`src/elu_pkg.sv`:
```
/*
  Shared constants and types for the edge line unit: register offsets,
  field widths, reset values, status bit positions and the register port carrier.
  Assumes a single 250 MHz system clock and a one-cycle register port.
*/
`default_nettype none
package elu_pkg;
  // lines and data widths
  localparam int unsigned LINES = 19;
  localparam int unsigned DATA_W = 32;
  localparam int unsigned ADDR_W = 8;
  localparam int unsigned GPIO_LINES = 16;
  // internal sources sit above the gpio lines
  localparam int unsigned LINE_LOW_VOLTAGE = 16;
  localparam int unsigned LINE_RTC_ALARM = 17;
  localparam int unsigned LINE_USB_WAKE = 18;
  // register offsets (byte addresses)
  localparam logic [7:0] ADDR_INT_ENABLE = 8'h00;
  localparam logic [7:0] ADDR_EVENT_ENABLE = 8'h04;
  localparam logic [7:0] ADDR_RISE_ENABLE = 8'h08;
  localparam logic [7:0] ADDR_FALL_ENABLE = 8'h0C;
  localparam logic [7:0] ADDR_SOFT_TRIGGER = 8'h10;
  localparam logic [7:0] ADDR_PENDING = 8'h14;
  localparam logic [7:0] ADDR_IRQ_STATUS = 8'h18;
  localparam logic [7:0] ADDR_IRQ_CLEAR = 8'h1C;
  localparam logic [7:0] ADDR_IRQ_ENABLE = 8'h20;
  // reset values
  localparam logic [18:0] LINES_RESET = 19'h00000;
  localparam logic [18:0] PENDING_RESET = 19'h00000;
  localparam logic [31:0] RDATA_RESET = 32'h00000000;
  localparam logic [31:0] UNMAPPED_READ = 32'h00000000;
  // summary interrupt status bits
  localparam int unsigned ST_W = 3;
  localparam int unsigned ST_PEND_SET = 0;
  localparam int unsigned ST_EVENT_SENT = 1;
  localparam int unsigned ST_SOFT_FIRED = 2;
  localparam logic [2:0] ST_RESET = 3'h0;

  typedef logic [18:0] elu_lines_t;

  typedef struct packed {
    logic [7:0] addr;
    logic [31:0] wdata;
    logic wr;
    logic rd;
  } elu_bus_req_s;
endpackage
`default_nettype wire

```
`src/elu_top.sv`:
```
/*
  Edge line unit: edge detection, software trigger, pending flags, event and
  interrupt requests for 19 lines, with a one-cycle register port.
  Assumes line inputs already synchronous to clock_in and a master that never
  asserts read and write strobes together.
*/
// Contract
// - a line's event request goes out only while its event enable bit is 1.
// - with the rise enable set, a low-to-high change on the line is a trigger.
// - with the fall enable set, a high-to-low change on the line is a trigger.
// - writing 1 to a soft trigger bit fires that line as an edge would; 0 fires nothing. The code fires only where the bit was 0 before the write.
// - each line has a pending flag that reads 1 once the line was triggered as an interrupt.
// - writing 1 to a pending bit clears it and writing 0 leaves it alone.
// - the enable and soft trigger registers reset to zero; pending content is free after reset.
// - an interrupt trigger sets the pending flag, an event-only trigger does not.
// - each line has an interrupt enable at offset zero and raises an interrupt only when it is 1. The code raises irq_out on soft or event triggers with it 0.
// - both edge enables may be set at once and then both changes trigger.
// - lines 0 to 15 are gpio, 16 the low voltage detector, 17 the rtc alarm, 18 the usb wakeup.
`timescale 1ns/1ps
`default_nettype none
module elu_top
(
  // clock and reset
  input wire logic clock_in,
  input wire logic rst_in,
  // register port
  input wire elu_pkg::elu_bus_req_s bus_in,
  output logic [31:0] rdata_out,
  // trigger sources
  input wire logic [15:0] gpio_line_in,
  input wire logic low_voltage_detector_in,
  input wire logic rtc_alarm_in,
  input wire logic usb_device_core_wake_in,
  // toward the processor
  output logic [18:0] line_irq_out,
  output logic [18:0] line_event_out,
  output logic event_out,
  output logic irq_out
);

  function automatic logic hit(input elu_pkg::elu_bus_req_s req, input logic [7:0] addr);
    hit = req.wr && (req.addr == addr);
  endfunction

  function automatic logic [31:0] widen(input elu_pkg::elu_lines_t v);
    widen = {13'h0000, v};
  endfunction

  elu_pkg::elu_lines_t line_interrupt_enable;
  elu_pkg::elu_lines_t line_event_enable;
  elu_pkg::elu_lines_t line_rise_enable;
  elu_pkg::elu_lines_t line_fall_enable;
  elu_pkg::elu_lines_t line_soft_trigger;
  elu_pkg::elu_lines_t line_pending_flag;
  elu_pkg::elu_lines_t line_now;
  elu_pkg::elu_lines_t line_prev;
  elu_pkg::elu_lines_t edge_hit;
  elu_pkg::elu_lines_t soft_fire;
  elu_pkg::elu_lines_t trigger;
  elu_pkg::elu_lines_t pend_set;
  elu_pkg::elu_lines_t pend_clr;
  elu_pkg::elu_lines_t wlines;
  logic [2:0] irq_status;
  logic [2:0] irq_enable;
  logic [2:0] next_status_set;
  logic [2:0] status_clr;
  logic prev_valid;

  // gpio lines below, internal sources above
  assign line_now = {usb_device_core_wake_in, rtc_alarm_in, low_voltage_detector_in, gpio_line_in};
  assign wlines = bus_in.wdata[18:0];

  // previous value; no edge is seen in the first cycle after reset
  always_ff @(posedge clock_in)
  begin
    if (rst_in)
    begin
      line_prev <= elu_pkg::LINES_RESET;
      prev_valid <= 1'b0;
    end
    else
    begin
      line_prev <= line_now;
      prev_valid <= 1'b1;
    end
  end

  // both enables may be set together and then either change counts
  always_comb
  begin
    edge_hit = elu_pkg::LINES_RESET;
    if (prev_valid)
    begin
      edge_hit = (line_rise_enable & line_now & ~line_prev)
               | (line_fall_enable & ~line_now & line_prev);
    end
  end

  // only a 0 to 1 write of the soft bit fires, so rewriting 1 does not repeat it
  assign soft_fire = hit(bus_in, elu_pkg::ADDR_SOFT_TRIGGER) ? (wlines & ~line_soft_trigger)
                                                             : elu_pkg::LINES_RESET;
  assign trigger = edge_hit | soft_fire;
  assign pend_set = trigger & line_interrupt_enable;
  assign pend_clr = hit(bus_in, elu_pkg::ADDR_PENDING) ? wlines : elu_pkg::LINES_RESET;

  // configuration registers
  always_ff @(posedge clock_in)
  begin
    if (rst_in)
    begin
      line_interrupt_enable <= elu_pkg::LINES_RESET;
      line_event_enable <= elu_pkg::LINES_RESET;
      line_rise_enable <= elu_pkg::LINES_RESET;
      line_fall_enable <= elu_pkg::LINES_RESET;
    end
    else
    begin
      if (hit(bus_in, elu_pkg::ADDR_INT_ENABLE))
        line_interrupt_enable <= wlines;
      if (hit(bus_in, elu_pkg::ADDR_EVENT_ENABLE))
        line_event_enable <= wlines;
      if (hit(bus_in, elu_pkg::ADDR_RISE_ENABLE))
        line_rise_enable <= wlines;
      if (hit(bus_in, elu_pkg::ADDR_FALL_ENABLE))
        line_fall_enable <= wlines;
    end
  end

  // soft bit stays set until software clears the pending flag of the line or writes 0 to the soft bit
  always_ff @(posedge clock_in)
  begin
    if (rst_in)
      line_soft_trigger <= elu_pkg::LINES_RESET;
    else if (hit(bus_in, elu_pkg::ADDR_SOFT_TRIGGER))
      line_soft_trigger <= wlines;
    else
      line_soft_trigger <= line_soft_trigger & ~pend_clr;
  end

  // a set in the same cycle as the clear wins, so no trigger is lost
  always_ff @(posedge clock_in)
  begin
    if (rst_in)
      line_pending_flag <= elu_pkg::PENDING_RESET;
    else
      line_pending_flag <= (line_pending_flag & ~pend_clr) | pend_set;
  end

  // requests toward the processor
  assign line_irq_out = line_pending_flag & line_interrupt_enable;

  always_ff @(posedge clock_in)
  begin
    if (rst_in)
    begin
      line_event_out <= elu_pkg::LINES_RESET;
      event_out <= 1'b0;
    end
    else
    begin
      line_event_out <= trigger & line_event_enable;
      event_out <= |(trigger & line_event_enable);
    end
  end

  // summary interrupt: sticky status, write-one clear, enable
  always_comb
  begin
    next_status_set = elu_pkg::ST_RESET;
    next_status_set[elu_pkg::ST_PEND_SET] = |pend_set;
    next_status_set[elu_pkg::ST_EVENT_SENT] = |(trigger & line_event_enable);
    next_status_set[elu_pkg::ST_SOFT_FIRED] = |soft_fire;
  end

  assign status_clr = hit(bus_in, elu_pkg::ADDR_IRQ_CLEAR) ? bus_in.wdata[2:0] : elu_pkg::ST_RESET;

  always_ff @(posedge clock_in)
  begin
    if (rst_in)
      irq_status <= elu_pkg::ST_RESET;
    else
      irq_status <= (irq_status & ~status_clr) | next_status_set;
  end

  always_ff @(posedge clock_in)
  begin
    if (rst_in)
      irq_enable <= elu_pkg::ST_RESET;
    else if (hit(bus_in, elu_pkg::ADDR_IRQ_ENABLE))
      irq_enable <= bus_in.wdata[2:0];
  end

  assign irq_out = |(irq_status & irq_enable);

  // read data stands only in the cycle after the strobe
  always_ff @(posedge clock_in)
  begin
    if (rst_in)
      rdata_out <= elu_pkg::RDATA_RESET;
    else if (!bus_in.rd)
      rdata_out <= elu_pkg::RDATA_RESET;
    else
    begin
      case (bus_in.addr)
        elu_pkg::ADDR_INT_ENABLE: rdata_out <= widen(line_interrupt_enable);
        elu_pkg::ADDR_EVENT_ENABLE: rdata_out <= widen(line_event_enable);
        elu_pkg::ADDR_RISE_ENABLE: rdata_out <= widen(line_rise_enable);
        elu_pkg::ADDR_FALL_ENABLE: rdata_out <= widen(line_fall_enable);
        elu_pkg::ADDR_SOFT_TRIGGER: rdata_out <= widen(line_soft_trigger);
        elu_pkg::ADDR_PENDING: rdata_out <= widen(line_pending_flag);
        elu_pkg::ADDR_IRQ_STATUS: rdata_out <= {29'h00000000, irq_status};
        elu_pkg::ADDR_IRQ_ENABLE: rdata_out <= {29'h00000000, irq_enable};
        default: rdata_out <= elu_pkg::UNMAPPED_READ;
      endcase
    end
  end
endmodule
`default_nettype wire

```
`config.mk`:
```
export PLATFORM = sky130hd
export DESIGN_NAME = elu_top
export DESIGN_NICKNAME = d
export VERILOG_FILES = /design/src/elu_pkg.sv /design/src/elu_top.sv
export SDC_FILE = /design/constraint.sdc
export NUM_CORES = 1
export LEC_CHECK = 0
export ABC_AREA = 1
export BUFFER_PORTS_ARGS = -buffer_cell sky130_fd_sc_hd__buf_2
export CELL_PAD_IN_SITES_DETAIL_PLACEMENT = 1
export CELL_PAD_IN_SITES_GLOBAL_PLACEMENT = 2
export CORE_AREA = 2 2 121 240
export DETAILED_ROUTE_END_ITERATION = 10
export DIE_AREA = 0 0 123 242
export PLACE_DENSITY_LB_ADDON = 0.2
export SYNTH_ARGS = -nofsm -noshare
export SYNTH_HDL_FRONTEND = slang
export SYNTH_SLANG_ARGS = --single-unit
```
`constraint.sdc`:
```
create_clock -name clock_in -period 1.7 [get_ports clock_in]
set_clock_uncertainty 0.2 [all_clocks]
set_input_delay 0.255 -clock clock_in [delete_from_list [all_inputs] [get_ports clock_in]]
set_output_delay 0.255 -clock clock_in [all_outputs]
set_load 0.03 [all_outputs]
```
==> results.yml, run 1 <==
route:
  wl_per_cell_um: 20.2
  vias_per_cell: 4.98
  routed_wl_um: 33600
  wl_met3_um: 990
  drc: 0
  drtIter0Drc: 375
  m1WireLength_um: 12900
  firstDrtPassIters: 4
  highest_layer: "met4"
  num_vias: 8296
  wl_met2_um: 18100
  antenna_left: 0
floorplan:
  core_area_mm2: 0.0281
  rows: 87
  die_x_um: 123
  start_util_pct: 27.5
  die_area_mm2: 0.0298
  fp.dieH_um: 242
  ios: 135
power_and_ir_drop:
  p_leak_nw: 4.92
  powerDensity_mw_per_mm2: 827
  irDropWorstVdd_uv: 679
min_path:
  holdPathStages: 4
  hold_class: "primary input to flop"
  worstHoldStart: "bus_in[5]"
  holdPathEnd: "line_interrupt_enable[3]"
sta:
  fmax_mhz: 580
  post-route-period-util_pct: 101
  drv_slew: 0
  setup_viol: 2
  setup_slack_ns: -0.0230
  rsz0062_at_grt: "true"
  timing.final.crit_period_ns: 1.72
  hold_viol: 0
layout:
  syn2layout_area_growth_pct: 44.6
  final_nets: 1361
  drive_above_1_share_pct: 31.7
  design_area_mm2: 0.0112
  mostFrequentLayoutCell: "dfxtp_1"
  layout_common_cells: "dfxtp_1 (156), buf_4 (142), nand2_1 (131), a21oi_1 (121)"
  diodes: 0
  n_fill_cell: 3489
setup_path:
  r2r_slack_ns: 0.01
  reg2reg_from: "prev_valid"
  worstSetupStartpointType: "flop"
  critPathArrivalTime_ns: 1.27
  cp-end-kind: "output pin"
  rr_worst_depth: 8
  required_ns: 1.24
  timing.rr.end: "irq_status[0]"
  critical_path_class: "flop to output pin"
  crit_fanout: 2
clock_tree:
  clock_latency_ns: 0.45
  h-tree-depth: 4
  cts.path.max_buffers: 2
  cts_tree: "yes"
  cts_sinks: 179
  cts-root-buf: "clkbuf_16"
  numCtsBuffers: 17
  clk_pin_slew_ns: 0.07
logic_synthesis:
  synth_seq_cells: 179
  synthXorXnorAreaFrac_pct: 0
  netlist_instances: 1035
  seq_area_frac_synth_pct: 46.5
  syn_area_per_cell_um2: 7.45
  synthSimpleGateAreaFrac_pct: 19.7
  synth_top_family_by_area: "compound AO/OA/AOI/OAI gates"
  synth_warnings: 0
  netlist_area_mm2: 0.00771
  synth_fa_ha_area_share_pct: 0
  ys_types: 33
  synth_compound_area_share_pct: 23.4
  synth_mux_area_share_pct: 0
grt:
  grt_start_max_net_pins: 80
  grt_pass1_vias: 8643
  grt_overflow: 0
  antenna_found_initial: 0
  grt_pass1_wl_um: 50100
  grt.total_usage_pct: 22.8
outcome:
  violations: "setup timing"
  outcome: "finished, violations left"
placed_design:
  gp_congestion: 0.848
  port_buffers: 108
  place_area_mm2: 0.00972
  dpl.hpwl_um: 24000
  pre_cts_ws_ns: -0.430
flow_run:
  drv_cap: 0
state kept, by name, indices dropped and copies added, names as in the netlist:
register               cells
line_event_enable         19
line_event_out            19
line_fall_enable          19
line_interrupt_enable     19
line_pending_flag         19
line_prev                 19
line_rise_enable          19
line_soft_trigger         19
rdata_out                 19
irq_enable                 3
irq_status                 3
event_out                  1
prev_valid                 1
report_power, final:
part | internal, mW | leakage, nW | switching [mW]
Combinational | 0.266 | 3.15 | 0.402
Sequential | 4.22 | 1.46 | 0.0189
Clock | 2.55 | 0.308 | 1.76
Total | 7.04 | 4.92 | 2.19
critical path: stages, from the launching register on:
cell	delay, ns
dfxtp_2	0.33
inv_2	0.04
o211ai_1	0.23
buf_4	0.21
cell families after synthesis:
| kind of cell | count (synthesis) |
|---|---|
| AO/OA/AOI/OAI | 311 |
| buffers and inverters | 185 |
| AND/OR/NAND/NOR | 359 |
| other | 1 |
| flip-flops | 179 |
synth_stat cells:
cell | n | area (um2)
a21oi_1 | 124 | 621
a32o_1 | 26 | 260
conb_1 | 1 | 3.75
nor2_1 | 96 | 360
and2_1 | 1 | 6.26
buf_6 | 3 | 33.8
o211a_1 | 1 | 10.0
nor3_2 | 1 | 10.0
nor3_4 | 1 | 16.3
o22ai_1 | 16 | 100
o2111a_1 | 1 | 11.3
or2_2 | 1 | 6.26
buf_1 | 2 | 7.51
buf_4 | 15 | 113
nand2_1 | 164 | 616
nand4_1 | 7 | 43.8
o211ai_1 | 3 | 22.5
inv_1 | 110 | 413
clkbuf_1 | 26 | 97.6
nor2_2 | 3 | 18.8
dfxtp_1 | 179 | 3580
nor2_4 | 2 | 22.5
inv_2 | 2 | 7.51
a31oi_1 | 5 | 31.3
o21bai_1 | 19 | 143
nand3_1 | 66 | 330
buf_2 | 24 | 120
nor3_1 | 14 | 70.1
a211oi_1 | 10 | 75.1
clkinv_1 | 3 | 11.3
o21ai_0 | 104 | 521
nand2_2 | 3 | 18.8
o21ai_1 | 2 | 10.0
metal layers:
layer  vias up  global-route usage, %
li1       3969                      -
met1      4049                   24.6
met2       202                   41.6
met3        76                   3.34
met4         0                   11.8
met5         -                      0
final cells by class:
class	count	area, um2	share of cell area [%]
multi-input cells	683	3630	32.5
repair buffers	302	2410	21.6
flip-flops and latches	179	3610	32.4
inverters	115	435	3.90
clock inverters	10	156	1.40
well taps	356	445	3.99
clock buffers	20	467	4.18
per-stage QoR:
| step | hold slack (ns) | utilization, % | setup TNS, ns | cells | power, mW |
|---|---|---|---|---|---|
| 2_1_floorplan | 0.162 | - | 0 | 1047 | 4.60 |
| 3_3_place_gp | 0.267 | 34.6 | -32.05 | 1591 | 4.89 |
| 3_5_place_dp | 0.274 | 34.6 | -35.78 | 1591 | 4.90 |
| 4_1_cts | 0.000960 | 38.6 | -0.0436 | 1663 | 9.32 |
| 5_1_grt | 0.0128 | 39.7 | -0.187 | 1665 | 9.56 |
| 6_report | 0.0152 | 39.7 | -0.0359 | 1665 | 9.23 |
worst max-delay path by stage:
stage / start / end / slack [ns] / cells after the start
final: irq_status[0] / irq_out / -0.02 / 3
after global routing: bus_in[16] / irq_status[0] / -0.07 / 11
after CTS: irq_status[0] / irq_out / -0.04 / 3
after detailed placement: bus_in[41] / irq_status[0] / -0.43 / 12
after global placement: bus_in[41] / irq_status[1] / -0.46 / 14
after floorplan: bus_in[35] / line_soft_trigger[0] / 0.002 / 9
what timing repair did:
item / CTS / global route
hold buffers: 40 / 0
pin swaps: 4 / 36
hold endpoints to repair: 71 / 0
cloned: 0 / 2
resized for setup: 30 / 98
endpoints found under the setup margin: 9 / 48
setup buffers: 2 / 9
No activity file was read; power rests on OpenSTA's default activity.
==> run 2: changes to the inputs <==
- SLEW_MARGIN: not set -> 40
- clock period: 1.7 -> 1.38 ns (I/O delays scaled with it)
==> results.yml, run 2 (same netlist as run 1, synthesis figures left out) <==
sta:
  relSlewSlack_pct: 50.2
  post-route-period-util_pct: 134
  fin_hold_ws_ns: -0.0141
  drv_slew: 0
  timing.final.crit_period_ns: 1.84
  hold_viol: 4
  setup_viol: 170
  worstMarginPinSlew_ns: 0.748
  fmax_mhz: 542
  rsz0062_at_grt: "true"
  tns_ns: -28.31
  setup_slack_ns: -0.465
flow_run:
  drv_cap: 0
placed_design:
  dpl.hpwl_um: 24700
  place_area_mm2: 0.0106
  pre_cts_ws_ns: -0.752
  place_inst: 1675
  gp_congestion: 0.855
  port_buffers: 108
power_and_ir_drop:
  finalPower_mw: 11.5
  irDropWorstVdd_uv: 858
  powerDensity_mw_per_mm2: 717
  p_leak_nw: 6.95
setup_path:
  critical_path_class: "primary input to flop"
  rr_worst_depth: 7
  crit_fanout: 2
  worstSetupStartpointType: "primary input"
  critPathArrivalTime_ns: 2.01
  cp-end-kind: "flop"
  required_ns: 1.54
outcome:
  outcome: "finished, violations left"
  violations: "hold timing, setup timing"
route:
  antenna_left: 0
  firstDrtPassIters: 5
  num_vias: 10200
  routed_wl_um: 50700
  wl_per_cell_um: 26.8
  vias_per_cell: 5.41
  highest_layer: "met4"
  drtIter0Drc: 568
  wl_met2_um: 24900
  m1WireLength_um: 17000
  wl_met3_um: 2780
  drc: 0
clock_tree:
  cts-root-buf: "clkbuf_16"
  cts_sinks: 179
  cts_tree: "yes"
  cts.path.max_buffers: 2
  clock_latency_ns: 0.47
  h-tree-depth: 4
  numCtsBuffers: 17
  clk_pin_slew_ns: 0.07
grt:
  grt_pass1_wl_um: 64900
  grt.total_usage_pct: 29.5
  grt_start_max_net_pins: 38
  antenna_found_initial: 0
  grt_pass1_vias: 11000
  grt_overflow: 0
layout:
  seqCellArea_mm2: 0.00368
  n_fill_cell: 3100
  fin_cells: 1894
  mostFrequentLayoutCell: "buf_4"
  multi_input_area_mm2: 0.00573
  drive_above_1_share_pct: 68.2
  final_nets: 1588
  diodes: 0
  layout_common_cells: "buf_4 (270), dfxtp_1 (112), a21oi_2 (90), buf_6 (80), inv_1 (76)"
  syn2layout_area_growth_pct: 108
  final_util_pct: 57.2
  design_area_mm2: 0.0161
floorplan:
  core_area_mm2: 0.0281
  rows: 87
  start_util_pct: 27.5
  fp.dieH_um: 242
  die_area_mm2: 0.0298
  ios: 135
  die_x_um: 123
min_path:
  holdPathStages: 4
  hold_class: "primary input to flop"
## run 2: layout make-up
| cell class | instances | share of cell area, % |
|---|---|---|
| clock buffers | 25 | 3.15 |
| clock inverters | 7 | 0.452 |
| inverters | 115 | 2.87 |
| multi-input cells | 683 | 35.7 |
| flip-flops and latches | 179 | 22.9 |
| well taps | 356 | 2.77 |
| repair buffers | 529 | 32.2 |
## run 2: where the power goes
| part | internal [mW] | switching, mW |
|---|---|---|
| clock network | 2.73 | 2.25 |
| logic | 0.537 | 0.775 |
| registers | 5.19 | 0.0325 |
## run 2: what timing repair did
action | in CTS | in global routing
cloned | 22 | 6
hold buffers | 48 | 12
gates resized for setup | 506 | 434
hold endpoints to repair | 117 | 15
endpoints found under the setup margin | 185 | 195
pin swaps | 92 | 157
buffers inserted | 98 | 52
## run 2: path summary, 6_finish.rpt
kind / to / startpoint / slack [ns]
min: line_interrupt_enable[10] / bus_in[12] / -0.01
max: irq_status[2] / bus_in[35] / -0.46
max reg2reg: irq_status[0] / prev_valid / -0.37
min reg2reg: line_pending_flag[1] / line_pending_flag[1] / 0.30
## run 2: worst max-delay path, stage by stage
cell and delay (ns):
buf_6 0.10, nor2_4 0.14, buf_6 0.13, nand3_1 0.19, nor2_1 0.33, buf_4 0.21, nand3_1 0.11, a21oi_1 0.28
nand2_2 0.11, nor2_4 0.13, nor2_2 0.06
## run 2: metal layers
metal  track usage [%]  vias to the layer above
li1                  -                     4446
met1              29.9                     5000
met2              50.9                      503
met3              6.03                      293
met4              23.3                        0
met5                 0                        -
==> run 3: changes to the inputs <==
- MAX_ROUTING_LAYER: not set -> met4
- SLEW_MARGIN: 40 -> 20
==> results.yml, run 3 (same netlist as run 1, synthesis figures left out) <==
layout:
  fin_cells: 1899
  syn2layout_area_growth_pct: 109
  final_util_pct: 57.3
  drive_above_1_share_pct: 68.4
  final_nets: 1593
  mostFrequentLayoutCell: "buf_4"
  diodes: 0
  layout_common_cells: "buf_4 (274), dfxtp_1 (114), a21oi_2 (93), buf_6 (81), inv_1 (75)"
  design_area_mm2: 0.0161
placed_design:
  place_area_mm2: 0.0106
  place_inst: 1675
  dpl.hpwl_um: 24700
  gp_congestion: 0.868
  port_buffers: 108
sta:
  setup_viol: 175
  hold_viol: 0
  timing.final.crit_period_ns: 1.76
  fmax_mhz: 568
  post-route-period-util_pct: 128
  drv_slew: 0
  relSlewSlack_pct: 46.9
  worstMarginPinSlew_ns: 0.796
  setup_slack_ns: -0.381
  rsz0062_at_grt: "true"
  fin_hold_ws_ns: 0.000748
floorplan:
  rows: 87
  start_util_pct: 27.5
  die_x_um: 123
  ios: 135
  core_area_mm2: 0.0281
  fp.dieH_um: 242
  die_area_mm2: 0.0298
flow_run:
  drv_cap: 0
clock_tree:
  numCtsBuffers: 17
  cts.path.max_buffers: 2
  clock_latency_ns: 0.47
  clk_pin_slew_ns: 0.07
  cts-root-buf: "clkbuf_16"
  cts_tree: "yes"
  cts_sinks: 179
  h-tree-depth: 4
route:
  firstDrtPassIters: 5
  wl_per_cell_um: 26.5
  routed_wl_um: 50300
  num_vias: 10300
  antenna_left: 0
  drtIter0Drc: 724
  drc: 0
  vias_per_cell: 5.43
outcome:
  outcome: "finished, violations left"
  violations: "setup timing"
setup_path:
  worstSetupStartpointType: "flop"
  crit_fanout: 8
  slowest_stage: "dfxtp_4"
  max_stage_delay_ns: 0.44
  critPathArrivalTime_ns: 1.96
  critical_path_class: "flop to flop"
  r2r_slack_ns: -0.38
  cp_cell_sequence: "buf_12 -> nand3_2 -> nand2_2 -> nand2_2 -> nand2_1 -> nor2_1 -> nand2_1 -> nor2_4 -> a21oi_2"
  required_ns: 1.58
  cp-end-kind: "flop"
power_and_ir_drop:
  irDropWorstVdd_uv: 884
  powerDensity_mw_per_mm2: 715
  p_leak_nw: 7.01
grt:
  grt_pass1_vias: 11000
  grt_pass1_wl_um: 64900
  grt_start_max_net_pins: 38
  grt.total_usage_pct: 30.3
  grt_overflow: 0
  antenna_found_initial: 0
min_path:
  hold_class: "primary input to flop"
==> run 3: area by class of cell <==
cell class / instances / area [um2]
Inverter: 115 / 455
Multi-Input combinational cell: 683 / 5740
Clock buffer: 25 / 505
Fill cell: 3084 / 12000
Timing Repair Buffer: 534 / 5210
Clock inverter: 7 / 72.6
Sequential cell: 179 / 3670
Tap cell: 356 / 445
==> run 3: worst paths after layout <==
kind,from,to,depth (start not counted)
max,prev_valid,irq_status[0],9
max reg2reg,prev_valid,irq_status[0],9
min reg2reg,line_pending_flag[1],line_pending_flag[1],2
min,bus_in[12],line_fall_enable[10],4
==> run 3: where the power goes <==
group          leakage (nW)  switching [mW]  internal, mW  total (mW)
sequential             1.48          0.0338          5.19        5.23
clock                 0.279            2.26          2.73        4.98
combinational          5.25           0.766         0.537        1.30
total                  7.01            3.06          8.46        11.5
==> run 3: stage by stage <==
step                      power, mW  setup TNS, ns  setup slack (ns)
after floorplan                5.70         -14.51            -0.207
after global placement         6.14         -80.60            -0.726
after detailed placement       6.15         -83.48            -0.752
after CTS                      11.3         -16.00            -0.261
after global routing           11.8         -32.12            -0.421
final                          11.5         -26.32            -0.381
==> run 3: metal layers <==
layer  up-vias  GRT usage [%]  wire length [um]  part of all wire (%)
li1       4451              -                 -                     -
met2       460           50.8             25300                    50
met4         0           23.3              5390                    11
met5         -              -                 0                     0
met3       303           5.96              2550                   5.1
met1      5102           30.0             17100                    34
==> run 3: worst max-delay path, delay by kind of cell, from the launching register on <==
family | cells | cell delay, ns
DFF | 1 | 0.44
AOI/OAI and AO/OA | 1 | 0.15
buffers and inverters | 1 | 0.18
and+or+nand+nor | 7 | 0.71
==> run 3: repair_timing <==
| action | in CTS | in global routing |
|---|---|---|
| endpoints found under the hold margin | 117 | 18 |
| pin swaps | 92 | 156 |
| resized for setup | 506 | 424 |
| hold buffers | 48 | 11 |
| gates cloned | 22 | 6 |
| endpoints found under the setup margin | 185 | 195 |
| buffers inserted | 98 | 57 |
